--- src/inc/gpp67_pkg.sv ---
/*
  gpp67_pkg: register offsets, widths, reset values and pin positions
  for the two general-purpose ports. assumes a plain byte register port.
*/
package gpp67_pkg;
  localparam int GPP_AW = 4;
  localparam int GPP_DW = 8;
  localparam logic [GPP_AW-1:0] OFS_P6_DATA = 4'h0;
  localparam logic [GPP_AW-1:0] OFS_P6_DIR = 4'h1;
  localparam logic [GPP_AW-1:0] OFS_P6_PULL = 4'h2;
  localparam logic [GPP_AW-1:0] OFS_P7_DATA = 4'h4;
  localparam logic [GPP_AW-1:0] OFS_P7_DIR = 4'h5;
  localparam logic [GPP_AW-1:0] OFS_P7_PULL = 4'h6;
  localparam logic [GPP_AW-1:0] OFS_STBY = 4'h8;
  localparam logic [GPP_AW-1:0] OFS_WAKE = 4'h9;
  localparam logic [GPP_DW-1:0] RST_DIR = 8'h00;
  localparam logic [GPP_DW-1:0] RST_DATA = 8'h00;
  localparam logic [GPP_DW-1:0] RST_PULL = 8'h00;
  localparam logic [GPP_DW-1:0] P7_MASK = 8'h07;
  localparam logic [GPP_DW-1:0] ZERO8 = 8'h00;
  localparam int STBY_FLOAT_BIT = 0;
  localparam int STBY_STOP_BIT = 1;
  localparam int WAKE_SCK_BIT = 0;
  localparam int WAKE_SIN_BIT = 1;
  localparam int P6_SCK_PIN = 5;
  localparam int P6_SIN_PIN = 7;
  localparam int P6_PG_A = 0;
  localparam int P6_PG_B = 1;
  localparam int P6_TM_A = 2;
  localparam int P6_TM_B = 3;
  localparam int P6_TCLK = 4;
  localparam int P6_SOUT = 6;
  localparam int P7_RT_OUT = 0;
  localparam int P7_RT_IN = 1;
endpackage

--- src/verilog/gpp67_pin.sv ---
/*
  gpp67_pin: one pad's output, enable, pull-up and input gating.
  assumes the pad resolves the wire from oe_n and reflects it on padIn.
*/
`timescale 1ns/10ps
`default_nettype none
module gpp67_pin (
  input wire logic latchBit,
  input wire logic dirBit,
  input wire logic perEn,
  input wire logic perOut,
  input wire logic pullEn,
  input wire logic floatNow,
  input wire logic keepIn,
  input wire logic padIn,
  output logic padOut,
  output logic padOeN,
  output logic pullOn,
  output logic inGated
);
  logic drive;
  always_comb begin
    drive = (perEn | dirBit) & ~floatNow;
    padOut = perEn ? perOut : latchBit;
    padOeN = ~drive;
    // pull-up off while driving low, and off while floating
    pullOn = pullEn & ~(drive & ~padOut) & ~floatNow;
    inGated = (floatNow & ~keepIn) ? 1'b0 : padIn;
  end
endmodule
`default_nettype wire

--- src/verilog/gpp67_port.sv ---
/*
  gpp67_port: pin slice array of one port, width by parameter.
  assumes peripheral enables come from the owning peripherals.
*/
`timescale 1ns/10ps
`default_nettype none
module gpp67_port #(
  parameter int W = 8
) (
  input wire logic [W-1:0] latchV,
  input wire logic [W-1:0] dirV,
  input wire logic [W-1:0] perEnV,
  input wire logic [W-1:0] perOutV,
  input wire logic [W-1:0] pullV,
  input wire logic floatNow,
  input wire logic [W-1:0] keepInV,
  input wire logic [W-1:0] padInV,
  output logic [W-1:0] padOutV,
  output logic [W-1:0] padOeNV,
  output logic [W-1:0] pullOnV,
  output logic [W-1:0] inGatedV
);
  initial begin
    if (W < 1 || W > 8) $error("port width must be 1..8");
  end
  for (genvar i = 0; i < W; i++) begin : g_pin
    gpp67_pin uPin (
      .latchBit(latchV[i]),
      .dirBit(dirV[i]),
      .perEn(perEnV[i]),
      .perOut(perOutV[i]),
      .pullEn(pullV[i]),
      .floatNow(floatNow),
      .keepIn(keepInV[i]),
      .padIn(padInV[i]),
      .padOut(padOutV[i]),
      .padOeN(padOeNV[i]),
      .pullOn(pullOnV[i]),
      .inGated(inGatedV[i])
    );
  end
endmodule
`default_nettype wire

--- src/verilog/gpp67_top.sv ---
/*
  gpp67_top: register file and pin muxing for the eight-pin and the
  three-pin general-purpose ports. assumes a byte register port with
  read data one cycle after the read strobe, and pads outside.
*/
// Decided for this implementation: the placing of the registers and the address-and-strobe port.
// What this block and its software do
// direction bit 1 makes the pin an output driven from the latch.
// direction bit 0 makes the pin an input, latch not driven.
// data writes always update the latch; only outputs show it.
// reading an output pin's data bit returns the latch.
// input or peripheral pins read pin level; rmw read returns latch.
// peripheral output enable routes peripheral output to the pin.
// with a peripheral driving, a normal read returns the pin level.
// software clears direction for peripheral inputs; reads give pins.
// reset clears all direction bits so every pin is an input.
// float bit in stop or watch: pins hi-z, inputs forced low.
// serial clock and data-in inputs stay open when wake enabled.
// float bit 0 in standby leaves pins and levels unchanged.
// pull-up enable bit 1 connects the internal pull-up.
// a pin driving low always has its pull-up disconnected.
// eight-pin port bits 0..7 map pins; three-pin port bits 0..2.
// eight-pin port carries pulse, timer, clock-in and serial pins.
// three-pin port carries reload timer out, in and plain pin.
// software disables shared peripheral output before port use.
// unused three-pin port bits ignore writes and read zero.
`timescale 1ns/10ps
`default_nettype none
module gpp67_top (
  input wire logic clk,
  input wire logic rst,
  input wire logic [gpp67_pkg::GPP_AW-1:0] regAddr,
  input wire logic [gpp67_pkg::GPP_DW-1:0] regWdata,
  input wire logic regWr,
  input wire logic regRd,
  input wire logic regRmw,
  output logic [gpp67_pkg::GPP_DW-1:0] regRdata,
  input wire logic standbyEnter,
  input wire logic pulseGen1OutA,
  input wire logic pulseGen1OutB,
  input wire logic pulseGen1EnA,
  input wire logic pulseGen1EnB,
  input wire logic compTimer1OutA,
  input wire logic compTimer1OutB,
  input wire logic compTimer1EnA,
  input wire logic compTimer1EnB,
  input wire logic serialClockOut,
  input wire logic serialClockEn,
  input wire logic serialDataOut,
  input wire logic serialDataOutEn,
  input wire logic reloadTimer0Out,
  input wire logic reloadTimer0OutEn,
  output logic compTimer1ClockIn,
  output logic serialClockIn,
  output logic serialDataIn,
  output logic reloadTimer0In,
  input wire logic [7:0] port6PadIn,
  output logic [7:0] port6PadOut,
  output logic [7:0] port6PadOeN,
  output logic [7:0] port6PullOn,
  input wire logic [2:0] port7PadIn,
  output logic [2:0] port7PadOut,
  output logic [2:0] port7PadOeN,
  output logic [2:0] port7PullOn
);
  import gpp67_pkg::*;

  typedef struct packed {
    logic [GPP_DW-1:0] p6Data;
    logic [GPP_DW-1:0] p6Dir;
    logic [GPP_DW-1:0] p6Pull;
    logic [GPP_DW-1:0] p7Data;
    logic [GPP_DW-1:0] p7Dir;
    logic [GPP_DW-1:0] p7Pull;
    logic floatSel;
    logic inStandby;
    logic wakeSck;
    logic wakeSin;
    logic [GPP_DW-1:0] rdata;
    logic [7:0] p6Out;
    logic [7:0] p6OeN;
    logic [7:0] p6PullOn;
    logic [2:0] p7Out;
    logic [2:0] p7OeN;
    logic [2:0] p7PullOn;
    logic tclkIn;
    logic sckIn;
    logic sinIn;
    logic rtIn;
  } gpp_state_t;

  localparam gpp_state_t RST_STATE = '{
    p6Data: RST_DATA, p6Dir: RST_DIR, p6Pull: RST_PULL,
    p7Data: RST_DATA, p7Dir: RST_DIR, p7Pull: RST_PULL,
    floatSel: 1'b0, inStandby: 1'b0, wakeSck: 1'b0, wakeSin: 1'b0,
    rdata: ZERO8, p6Out: 8'h00, p6OeN: 8'hff, p6PullOn: 8'h00,
    p7Out: 3'h0, p7OeN: 3'h7, p7PullOn: 3'h0,
    tclkIn: 1'b0, sckIn: 1'b0, sinIn: 1'b0, rtIn: 1'b0
  };

  gpp_state_t st_r;
  gpp_state_t st_nxt;

  // read view of a port's data register: latch on outputs not driven by a peripheral, and on rmw
  function automatic logic [GPP_DW-1:0] dataView(
    input logic [GPP_DW-1:0] latchV,
    input logic [GPP_DW-1:0] dirV,
    input logic [GPP_DW-1:0] perEnV,
    input logic [GPP_DW-1:0] pinV,
    input logic rmw
  );
    logic [GPP_DW-1:0] gpOut;
    gpOut = dirV & ~perEnV;
    if (rmw) begin
      dataView = latchV;
    end else begin
      dataView = (gpOut & latchV) | (~gpOut & pinV);
    end
  endfunction

  logic floatNow;
  logic [7:0] p6PerEn;
  logic [7:0] p6PerOut;
  logic [7:0] p6Keep;
  logic [2:0] p7PerEn;
  logic [2:0] p7PerOut;
  logic [2:0] p7Keep;
  logic [7:0] p6PadOutC;
  logic [7:0] p6OeNC;
  logic [7:0] p6PullC;
  logic [7:0] p6InC;
  logic [2:0] p7PadOutC;
  logic [2:0] p7OeNC;
  logic [2:0] p7PullC;
  logic [2:0] p7InC;

  assign floatNow = st_r.floatSel & st_r.inStandby;

  always_comb begin
    p6PerEn = 8'h00;
    p6PerOut = 8'h00;
    p6Keep = 8'h00;
    p7PerEn = 3'h0;
    p7PerOut = 3'h0;
    p7Keep = 3'h0;
    p6PerEn[P6_PG_A] = pulseGen1EnA;
    p6PerOut[P6_PG_A] = pulseGen1OutA;
    p6PerEn[P6_PG_B] = pulseGen1EnB;
    p6PerOut[P6_PG_B] = pulseGen1OutB;
    p6PerEn[P6_TM_A] = compTimer1EnA;
    p6PerOut[P6_TM_A] = compTimer1OutA;
    p6PerEn[P6_TM_B] = compTimer1EnB;
    p6PerOut[P6_TM_B] = compTimer1OutB;
    p6PerEn[P6_SCK_PIN] = serialClockEn;
    p6PerOut[P6_SCK_PIN] = serialClockOut;
    p6PerEn[P6_SOUT] = serialDataOutEn;
    p6PerOut[P6_SOUT] = serialDataOut;
    p6Keep[P6_SCK_PIN] = st_r.wakeSck;
    p6Keep[P6_SIN_PIN] = st_r.wakeSin;
    p7PerEn[P7_RT_OUT] = reloadTimer0OutEn;
    p7PerOut[P7_RT_OUT] = reloadTimer0Out;
  end

  gpp67_port #(.W(8)) uPort6 (
    .latchV(st_r.p6Data),
    .dirV(st_r.p6Dir),
    .perEnV(p6PerEn),
    .perOutV(p6PerOut),
    .pullV(st_r.p6Pull),
    .floatNow(floatNow),
    .keepInV(p6Keep),
    .padInV(port6PadIn),
    .padOutV(p6PadOutC),
    .padOeNV(p6OeNC),
    .pullOnV(p6PullC),
    .inGatedV(p6InC)
  );

  gpp67_port #(.W(3)) uPort7 (
    .latchV(st_r.p7Data[2:0]),
    .dirV(st_r.p7Dir[2:0]),
    .perEnV(p7PerEn),
    .perOutV(p7PerOut),
    .pullV(st_r.p7Pull[2:0]),
    .floatNow(floatNow),
    .keepInV(p7Keep),
    .padInV(port7PadIn),
    .padOutV(p7PadOutC),
    .padOeNV(p7OeNC),
    .pullOnV(p7PullC),
    .inGatedV(p7InC)
  );

  always_comb begin
    st_nxt = st_r;
    // pad-facing outputs registered, one cycle behind their causes
    st_nxt.p6Out = p6PadOutC;
    st_nxt.p6OeN = p6OeNC;
    st_nxt.p6PullOn = p6PullC;
    st_nxt.p7Out = p7PadOutC;
    st_nxt.p7OeN = p7OeNC;
    st_nxt.p7PullOn = p7PullC;
    st_nxt.tclkIn = p6InC[P6_TCLK];
    st_nxt.sckIn = p6InC[P6_SCK_PIN];
    st_nxt.sinIn = p6InC[P6_SIN_PIN];
    st_nxt.rtIn = p7InC[P7_RT_IN];
    st_nxt.inStandby = standbyEnter;
    st_nxt.rdata = ZERO8;
    if (regWr) begin
      case (regAddr)
        OFS_P6_DATA: st_nxt.p6Data = regWdata;
        OFS_P6_DIR: st_nxt.p6Dir = regWdata;
        OFS_P6_PULL: st_nxt.p6Pull = regWdata;
        OFS_P7_DATA: st_nxt.p7Data = regWdata & P7_MASK;
        OFS_P7_DIR: st_nxt.p7Dir = regWdata & P7_MASK;
        OFS_P7_PULL: st_nxt.p7Pull = regWdata & P7_MASK;
        OFS_STBY: st_nxt.floatSel = regWdata[STBY_FLOAT_BIT];
        OFS_WAKE: begin
          st_nxt.wakeSck = regWdata[WAKE_SCK_BIT];
          st_nxt.wakeSin = regWdata[WAKE_SIN_BIT];
        end
        default: st_nxt.rdata = ZERO8;
      endcase
    end
    if (regRd) begin
      case (regAddr)
        OFS_P6_DATA: st_nxt.rdata = dataView(st_r.p6Data, st_r.p6Dir,
            p6PerEn, p6InC, regRmw);
        OFS_P6_DIR: st_nxt.rdata = st_r.p6Dir;
        OFS_P6_PULL: st_nxt.rdata = st_r.p6Pull;
        OFS_P7_DATA: st_nxt.rdata = dataView(st_r.p7Data, st_r.p7Dir,
            {5'h00, p7PerEn}, {5'h00, p7InC}, regRmw) & P7_MASK;
        OFS_P7_DIR: st_nxt.rdata = st_r.p7Dir;
        OFS_P7_PULL: st_nxt.rdata = st_r.p7Pull;
        OFS_STBY: begin
          st_nxt.rdata[STBY_FLOAT_BIT] = st_r.floatSel;
          st_nxt.rdata[STBY_STOP_BIT] = st_r.inStandby;
        end
        OFS_WAKE: begin
          st_nxt.rdata[WAKE_SCK_BIT] = st_r.wakeSck;
          st_nxt.rdata[WAKE_SIN_BIT] = st_r.wakeSin;
        end
        default: st_nxt.rdata = ZERO8;
      endcase
    end
  end

  always_ff @(posedge clk or posedge rst) begin
    if (rst) begin
      st_r <= RST_STATE;
    end else begin
      st_r <= st_nxt;
    end
  end

  assign regRdata = st_r.rdata;
  assign port6PadOut = st_r.p6Out;
  assign port6PadOeN = st_r.p6OeN;
  assign port6PullOn = st_r.p6PullOn;
  assign port7PadOut = st_r.p7Out;
  assign port7PadOeN = st_r.p7OeN;
  assign port7PullOn = st_r.p7PullOn;
  assign compTimer1ClockIn = st_r.tclkIn;
  assign serialClockIn = st_r.sckIn;
  assign serialDataIn = st_r.sinIn;
  assign reloadTimer0In = st_r.rtIn;
endmodule
`default_nettype wire

--- config.mk ---
export PLATFORM = sky130hd
export DESIGN_NAME = gpp67_top
export DESIGN_NICKNAME = d
export VERILOG_FILES = /design/src/inc/gpp67_pkg.sv /design/src/verilog/gpp67_pin.sv /design/src/verilog/gpp67_port.sv /design/src/verilog/gpp67_top.sv
export SDC_FILE = /design/constraint.sdc
export NUM_CORES = 1
export LEC_CHECK = 0
export BUFFER_PORTS_ARGS = -buffer_cell sky130_fd_sc_hd__clkbuf_2
export CAP_MARGIN = 10
export CORE_MARGIN = 3
export CORE_UTILIZATION = 48
export CTS_BUF_LIST = sky130_fd_sc_hd__clkbuf_4
export DETAILED_ROUTE_END_ITERATION = 8
export PLACE_DENSITY_LB_ADDON = 0.25
export SLEW_MARGIN = 20
export SYNTH_ARGS = -nofsm -noshare
export SYNTH_HDL_FRONTEND = slang
export SYNTH_HIERARCHICAL = 1
export SYNTH_SLANG_ARGS = --single-unit
--- constraint.sdc ---
create_clock -name clk -period 3.4 [get_ports clk]
set_input_delay 0.17 -clock clk [delete_from_list [all_inputs] [get_ports clk]]
set_output_delay 0.17 -clock clk [all_outputs]
set_load 0.01 [all_outputs]
## Word level (Yosys, flattened, before mapping)

Index checks and enable logic that the tools add are counted.

- Output and inout port bits: 45
- Register bits after elaboration: 82
- Bits of input ports: 43
- Word-level logic and storage cells: 163

- Reductions and logical operators: 10
- Bitwise logic cells: 102
- Eq/ne operators: 7
- Mux-type cells: 23

Operators with widths:

| kind | number |
|---|---|
| $and A1 B1 Y1 | 47 |
| $pmux W6 S7 | 1 |
| $not A1 Y1 | 36 |
| $and A8 B8 Y8 | 3 |
| $mux W1 | 18 |
| $mux W8 | 2 |
| $pmux W2 S8 | 1 |
| $reduce_and A2 Y1 | 8 |
| $eq A4 B3 Y1 const B | 3 |
| $and A3 B3 Y3 | 3 |
| $eq A4 B4 Y1 const B | 2 |
| $not A7 Y8 | 1 |
| $not A8 Y8 | 1 |
| $or A8 B8 Y8 | 1 |
| $or A1 B1 Y1 | 7 |
| $eq A4 B1 Y1 const B | 1 |
| $eq A4 B2 Y1 const B | 1 |
| $logic_not A4 Y1 | 1 |
| $mux W3 | 1 |
| $not A1 Y3 | 1 |
| $not A3 Y3 | 1 |
| $or A3 B3 Y3 | 1 |
| $reduce_or A2 Y1 | 1 |

## Longest topological paths before layout

Gate-level depths: netlist (run 1).

- Word-level depth: 8
- Gate-level depth with buffers: 5

## By module

The synthesis (run 1) kept the hierarchy.

Modules (own cells, without submodules):

| module | times used | cells an instance | area an instance (um^2) |
|---|---|---|---|
| gpp67_top | 1 | 262 | 3494.6 |
| gpp67_pin | 11 | 7 | 58.8 |

## Worst setup path before layout (run 1)

Ideal clock, no wire load.

- Kind: reg-to-reg
- From: register st_r[48] (netlist name)
- To: register st_r, in the netlist regRdata[4]
- Clock period less this slack: 2018 ps
- Path buffers: 0
- Data arrival time: 1890 ps
- Stages on the path, launching flop included: 6
- Setup time: 128 ps
- Setup slack: 1382 ps
- Data required time: 3272 ps
- Path through: dfrtp_1 -> and2_1 -> a21boi_0 -> mux2_2 -> a222oi_1 -> nor2_1

RTL lines:

| what | RTL line | RTL |
|---|---|---|
| from (decl) | gpp67_top.sv:101 | `gpp_state_t st_r;` |
| from (signal assigned) | gpp67_top.sv:252 | `st_r <= st_nxt;` |

==> results of run 1 <==
-- cells in the mapped netlist (2+ instances only) --
| cell | number |
|---|---|
| nor2_1 | 9 |
| nand3b_1 | 3 |
| nor3b_1 | 19 |
| buf_2 | 2 |
| inv_1 | 12 |
| a22oi_1 | 4 |
| nand2b_1 | 2 |
| a21oi_1 | 3 |
| buf_1 | 2 |
| o21ai_0 | 7 |
| nand2_1 | 6 |
| nand2_4 | 2 |
| mux2_2 | 51 |
| buf_4 | 43 |
| nor4b_2 | 11 |
| a222oi_1 | 3 |
| o21a_1 | 7 |
| nor3_1 | 4 |
| nor2b_1 | 22 |
| dfstp_2 | 11 |
| dfrtp_1 | 71 |
| mux2i_1 | 3 |
| a31oi_1 | 3 |
| and3_1 | 2 |
| o21bai_1 | 11 |
| a21boi_0 | 12 |
-- critical path: stages (launching register included) --
cell	delay, ps
dfrtp_1	380
and2_2	550
a21boi_0	230
mux2_2	310
a222oi_1	300
nor2_1	60
-- worst paths after layout --
kind	from	to	cells past startpoint
setup / recovery	st_r[48]	regRdata[7]	5
hold / removal	regWdata[2]	st_r[91]	2
setup reg to reg	st_r[48]	regRdata[7]	5
hold reg to reg	st_r[86]	port6PadOeN[5]	1
max in group asynchronous	rst	port6PadOeN[5]	4
min in group asynchronous	rst	port6PullOn[4]	3
-- state kept, by name (all words and copies together), names as in the netlist --
| name | flops |
|---|---|
| regRdata | 8 |
| port7PullOn | 3 |
| reloadTimer0In | 1 |
| st_r | 35 |
| port6PadOeN | 8 |
| p6Keep | 2 |
| port6PullOn | 8 |
| serialClockIn | 1 |
| port7PadOeN | 3 |
| port6PadOut | 8 |
| port7PadOut | 3 |
| serialDataIn | 1 |
| compTimer1ClockIn | 1 |
-- layer usage --
layer	part of all wire (%)	vias to the layer above	routed length [µm]	GRT usage (%)
met4	0.89	0	78	4.62
met3	5.7	8	502	5.10
met5	0	-	0	0
li1	-	1352	-	-
met1	45	1407	3920	24.5
met2	49	86	4280	30.1
-- power breakdown --
group | switching, W | internal [W]
Combinational | 0.000250 | 0.000300
Clock | 0.000334 | 0.000377
Sequential | 0.000124 | 0.00117
-- kinds of logic after synthesis --
kind of cell / Yosys count
muxes: 54
buffers and inverters: 60
AOI/OAI and AO/OA: 55
DFF: 82
and+or+nand+nor: 87
other: 1
-- through the flow --
stage | cell area (µm²) | util (%)
2_1_floorplan | 4260 | -
3_3_place_gp | 4500 | 54.2
3_5_place_dp | 4500 | 54.2
4_1_cts | 4920 | 59.3
5_1_grt | 4930 | 59.4
6_report | 4930 | 59.4
-- area by class of cell --
class | count | area (µm²)
clock buffers | 10 | 75.1
clock inverters | 6 | 105
fillers | 696 | 3370
inverters | 12 | 46.3
multi-input cells | 229 | 1800
flip-flops and latches | 82 | 2070
well taps | 105 | 131
repair buffers | 115 | 708
==> impl_metrics.yaml, run 1 <==
sta:
  slew_violations: 0
  min_period_ps: 1970
  fmax_ghz: 0.509
  rsz0062_at_grt: "false"
  final_hold_viol_count: 0
  layout_setup_ws_ps: 1430
  min_period_over_period_pct: 57.8
  setup_tns_ps: 0
  slew_headroom_pct: 53.7
  clock_skew_ps: 18.4
  finalSetupViolations: 0
  holdWs_ps: 73.4
  tightest_slew_ps: 689
detailed_routing:
  first_pass_iters: 5
  wl_mm: 8.78
  drc: 0
  final_antenna_net_count: 0
  vias_per_cell: 5.10
  wl_per_cell_um: 15.7
  dr_total_vias: 2853
  first_iter_violations: 97
cts:
  cts_resized: 0
  clockBufferDepth: 2
  post_cts_buffers: 0
  h-tree-depth: 3
  cts-root-buf: "clkbuf_4"
  clock_latency_ps: 430
  clkTransAtPathRegs_ps: 130
  cts_buffers: 9
  cts_tree: "built"
  cts_sinks: 82
  cts_hold_buf: 24
pwr:
  ir_drop_mv: 0.290
  powerDensity_nw_per_um2: 519
  p_total_w: 0.00256
  p_leak_nw: 2.26
job:
  maxCapViolCount: 0
placement:
  dp.final_hpwl_mm: 6.18
  io_buffer_count: 87
  placed_cells: 518
  pre_cts_ws_ps: 985
  gp_congestion: 0.823
synth:
  ys_seq_elements: 82
  synth_flop_cell: "dfrtp_1"
  synth_area_per_cell_um2: 12.2
  synthXorXnorAreaFrac_pct: 0
  synth_edf_count: 0
  ys_warn_count: 6
  synth_top_area_cell: "dfrtp_1"
  synth_top_family_by_area: "simple AND/OR/NAND/NOR gates"
  synth_simple_gate_area_share_pct: 16.4
  async_reset_ff_share_pct: 100
  ys_types: 40
  synthMuxAreaShare_pct: 14.6
  syn_inst: 339
  synth-seq-area-share_pct: 49.9
  netlist.area_leader.share_pct: 42.9
  synth_compound_area_share_pct: 9.46
  yosys.area_share.adder_pct: 0
  synth_area_leaders: "dfrtp_1 43%, mux2_2 14%, buf_4 7.8%"
  synthesis.area_um2: 4140
global_route:
  grt_pass1_wl_mm: 14.1
  grt_antenna_before_repair: 0
  grt_pass1_vias: 2872
  grt_max_degree: 32
  grt_overflow: 0
  grt_usage_pct: 18.5
hold_path:
  hold_path_class: "input pin to register"
layout:
  syn_to_final_growth_pct: 19.1
  diodes: 0
  nNetsFinal: 492
  mostFrequentLayoutCells: "87 x clkbuf_2, 71 x dfrtp_1, 51 x mux2_2, 33 x conb_1, 25 x dlygate4sd3_1"
  final_common_cell: "clkbuf_2"
  finalNonFillerCells: 559
  final_layout_size_suffix_gt1_share_pct: 41.4
die:
  rows: 33
  core-area_um2: 8300
  die_area_um2: 9780
  start_util_pct: 49.9
  fp.dieW_um: 98.9
  pin_count: 88
  fp.dieH_um: 98.9
worst_setup_path:
  regToRegSetupSlack_ps: 1430
  critPathCaptureType: "register"
  cp_max_fo: 25
  crit_arrival_ps: 2270
  critical_path_required_ps: 3710
  criticalPathCategory: "register to register"
  cp-start-kind: "register"
status:
  status: "finished, final reports clean"
Note: power is estimated with default switching activity, not from simulation.
==> run 2: changes to the inputs <==
- clock period: 3.4 -> 2 ns (I/O delays scaled with it)
==> run 2 against run 1 <==
Against the previous run: hold slack got worse by 34 ps; sequential cell count unchanged; power increased by 65%; utilization increased by 0.56 points; sequential share of layout area decreased by 0.39 points; first-iteration DRC count increased by 10%; final cell count increased by 1.3%; die area unchanged; setup slack got worse by 1200 ps; largest cell class unchanged.
==> impl_metrics.yaml, run 2 (synthesis gave the netlist of run 1 again) <==
die:
  die_area_um2: 9780
  rows: 33
  fp.dieH_um: 98.9
  core-area_um2: 8300
  fp.dieW_um: 98.9
  start_util_pct: 49.9
  pin_count: 88
global_route:
  grt_pass1_wl_mm: 14.3
  grt_pass1_vias: 2906
  grt_max_degree: 42
  grt_antenna_before_repair: 0
  grt_usage_pct: 18.5
  grt_overflow: 0
layout:
  multi_input_area_um2: 1800
  stdcell_area_um2: 4980
  regMostFlops: "st_r"
  diodes: 0
  finalNonFillerCells: 566
  mostFrequentLayoutCells: "87 x clkbuf_2, 71 x dfrtp_1, 51 x mux2_2, 33 x conb_1, 26 x dlygate4sd3_1"
  syn_to_final_growth_pct: 20.2
  nFillCells: 697
  final_common_cell: "clkbuf_2"
  largest_register_ffs: 35
  nNetsFinal: 499
  final_layout_size_suffix_gt1_share_pct: 41.9
  regArea_um2: 2070
detailed_routing:
  final_antenna_net_count: 0
  dr_total_vias: 2833
  drc: 0
  vias_per_cell: 5.01
  wl_per_cell_um: 15.3
  first_pass_iters: 4
  first_iter_violations: 107
  wl_mm: 8.68
sta:
  tightest_slew_ps: 583
  rsz0062_at_grt: "false"
  slew_violations: 0
  min_period_ps: 1750
  fmax_ghz: 0.571
  layout_setup_ws_ps: 247
  slew_headroom_pct: 61.1
  finalSetupViolations: 0
  final_hold_viol_count: 0
  min_period_over_period_pct: 87.6
  clock_skew_ps: 9.36
  setup_tns_ps: 0
pwr:
  swShare_pct: 28.1
  p_seq_share_pct: 52.2
  powerDensity_nw_per_um2: 846
  p_int_w: 0.00303
  p_total_w: 0.00421
  combPwrFrac_pct: 22.5
  pwr-share-clk_pct: 25.3
  ir_drop_mv: 0.418
  p_switching_w: 0.00118
  p_leak_nw: 2.29
worst_setup_path:
  reg2reg_depth: 5
  crit_arrival_ps: 2060
  cp_cell_sequence: "and2_2 -> a21boi_0 -> mux2_2 -> a222oi_1 -> nor2_1"
  max_stage_delay_ps: 390
  critPathCaptureType: "register"
  criticalPathCategory: "register to register"
  critical_path_required_ps: 2310
  cp_max_fo: 17
  cpMaxStageDelayCell: "and2_2"
  cp-start-kind: "register"
cts:
  post_cts_buffers: 0
  clockBufferDepth: 2
  clkTransAtPathRegs_ps: 120
  h-tree-depth: 3
  cts_sinks: 82
  cts_tree: "built"
  cts_buffers: 9
  clock_latency_ps: 430
  cts-root-buf: "clkbuf_4"
status:
  status: "finished, final reports clean"
placement:
  placed_cells: 524
  pre_cts_ws_ps: 250
  gp_congestion: 0.829
  dp.final_hpwl_mm: 6.20
  post_dp_cell_area_um2: 4560
  io_buffer_count: 87
job:
  maxCapViolCount: 0
hold_path:
  hold_path_class: "input pin to register"
  hold_depth: 2
==> run 2: layout make-up <==
cell class,count,share of cell area (%)
well taps,105,2.64
clock inverters,6,1.63
repair buffers,122,15.6
multi-input cells,229,36.2
inverters,12,0.980
flip-flops and latches,82,41.5
clock buffers,10,1.51
==> run 2: what timing repair did <==
| item | in CTS | in global routing |
|---|---|---|
| hold endpoints to repair | 67 | 0 |
| hold buffers | 26 | 0 |
| resized for setup | 0 | 0 |
==> run 2: critical path: cells and delay by family, from the launching register on <==
kind,cells,cell delay (ps)
AOI/OAI and AO/OA,2,500
DFF,1,380
muxes,1,300
and+or+nand+nor,2,460
==> run 2: through the flow <==
step	util, %	hold WS (ps)
5_1_grt	60.0	18.3
3_5_place_dp	55.0	185
2_1_floorplan	-	131
3_3_place_gp	55.0	182
6_report	60.0	39.3
4_1_cts	60.0	13.9
==> run 2: layer usage <==
| layer | global-route usage [%] | share of wire (%) |
|---|---|---|
| met1 | 24.6 | 46 |
| met2 | 29.6 | 47 |
| met3 | 4.39 | 5.6 |
| met4 | 6.93 | 1.5 |
| met5 | 0 | 0 |
==> run 2: power groups by stage <==
stage / logic (W) / registers (W) / clock network (W)
floorplan: 0.000797 / 0.00216 / 0
global placement: 0.000903 / 0.00222 / 0
detailed placement: 0.000918 / 0.00223 / 0
CTS: 0.000962 / 0.00220 / 0.00110
global route: 0.00105 / 0.00224 / 0.00117
finish: 0.000950 / 0.00220 / 0.00106
==> run 2: worst paths after layout <==
kind                             startpoint             end  slack [ps]
worst max-delay path               st_r[48]     regRdata[7]         250
worst min-delay path            regWdata[1]        st_r[66]          40
min in group asynchronous               rst  port6PadOut[4]         260
worst min register to register     st_r[81]  port6PadOeN[0]         490
max in group asynchronous               rst  port7PadOeN[1]        1060
worst max register to register     st_r[48]     regRdata[7]         250
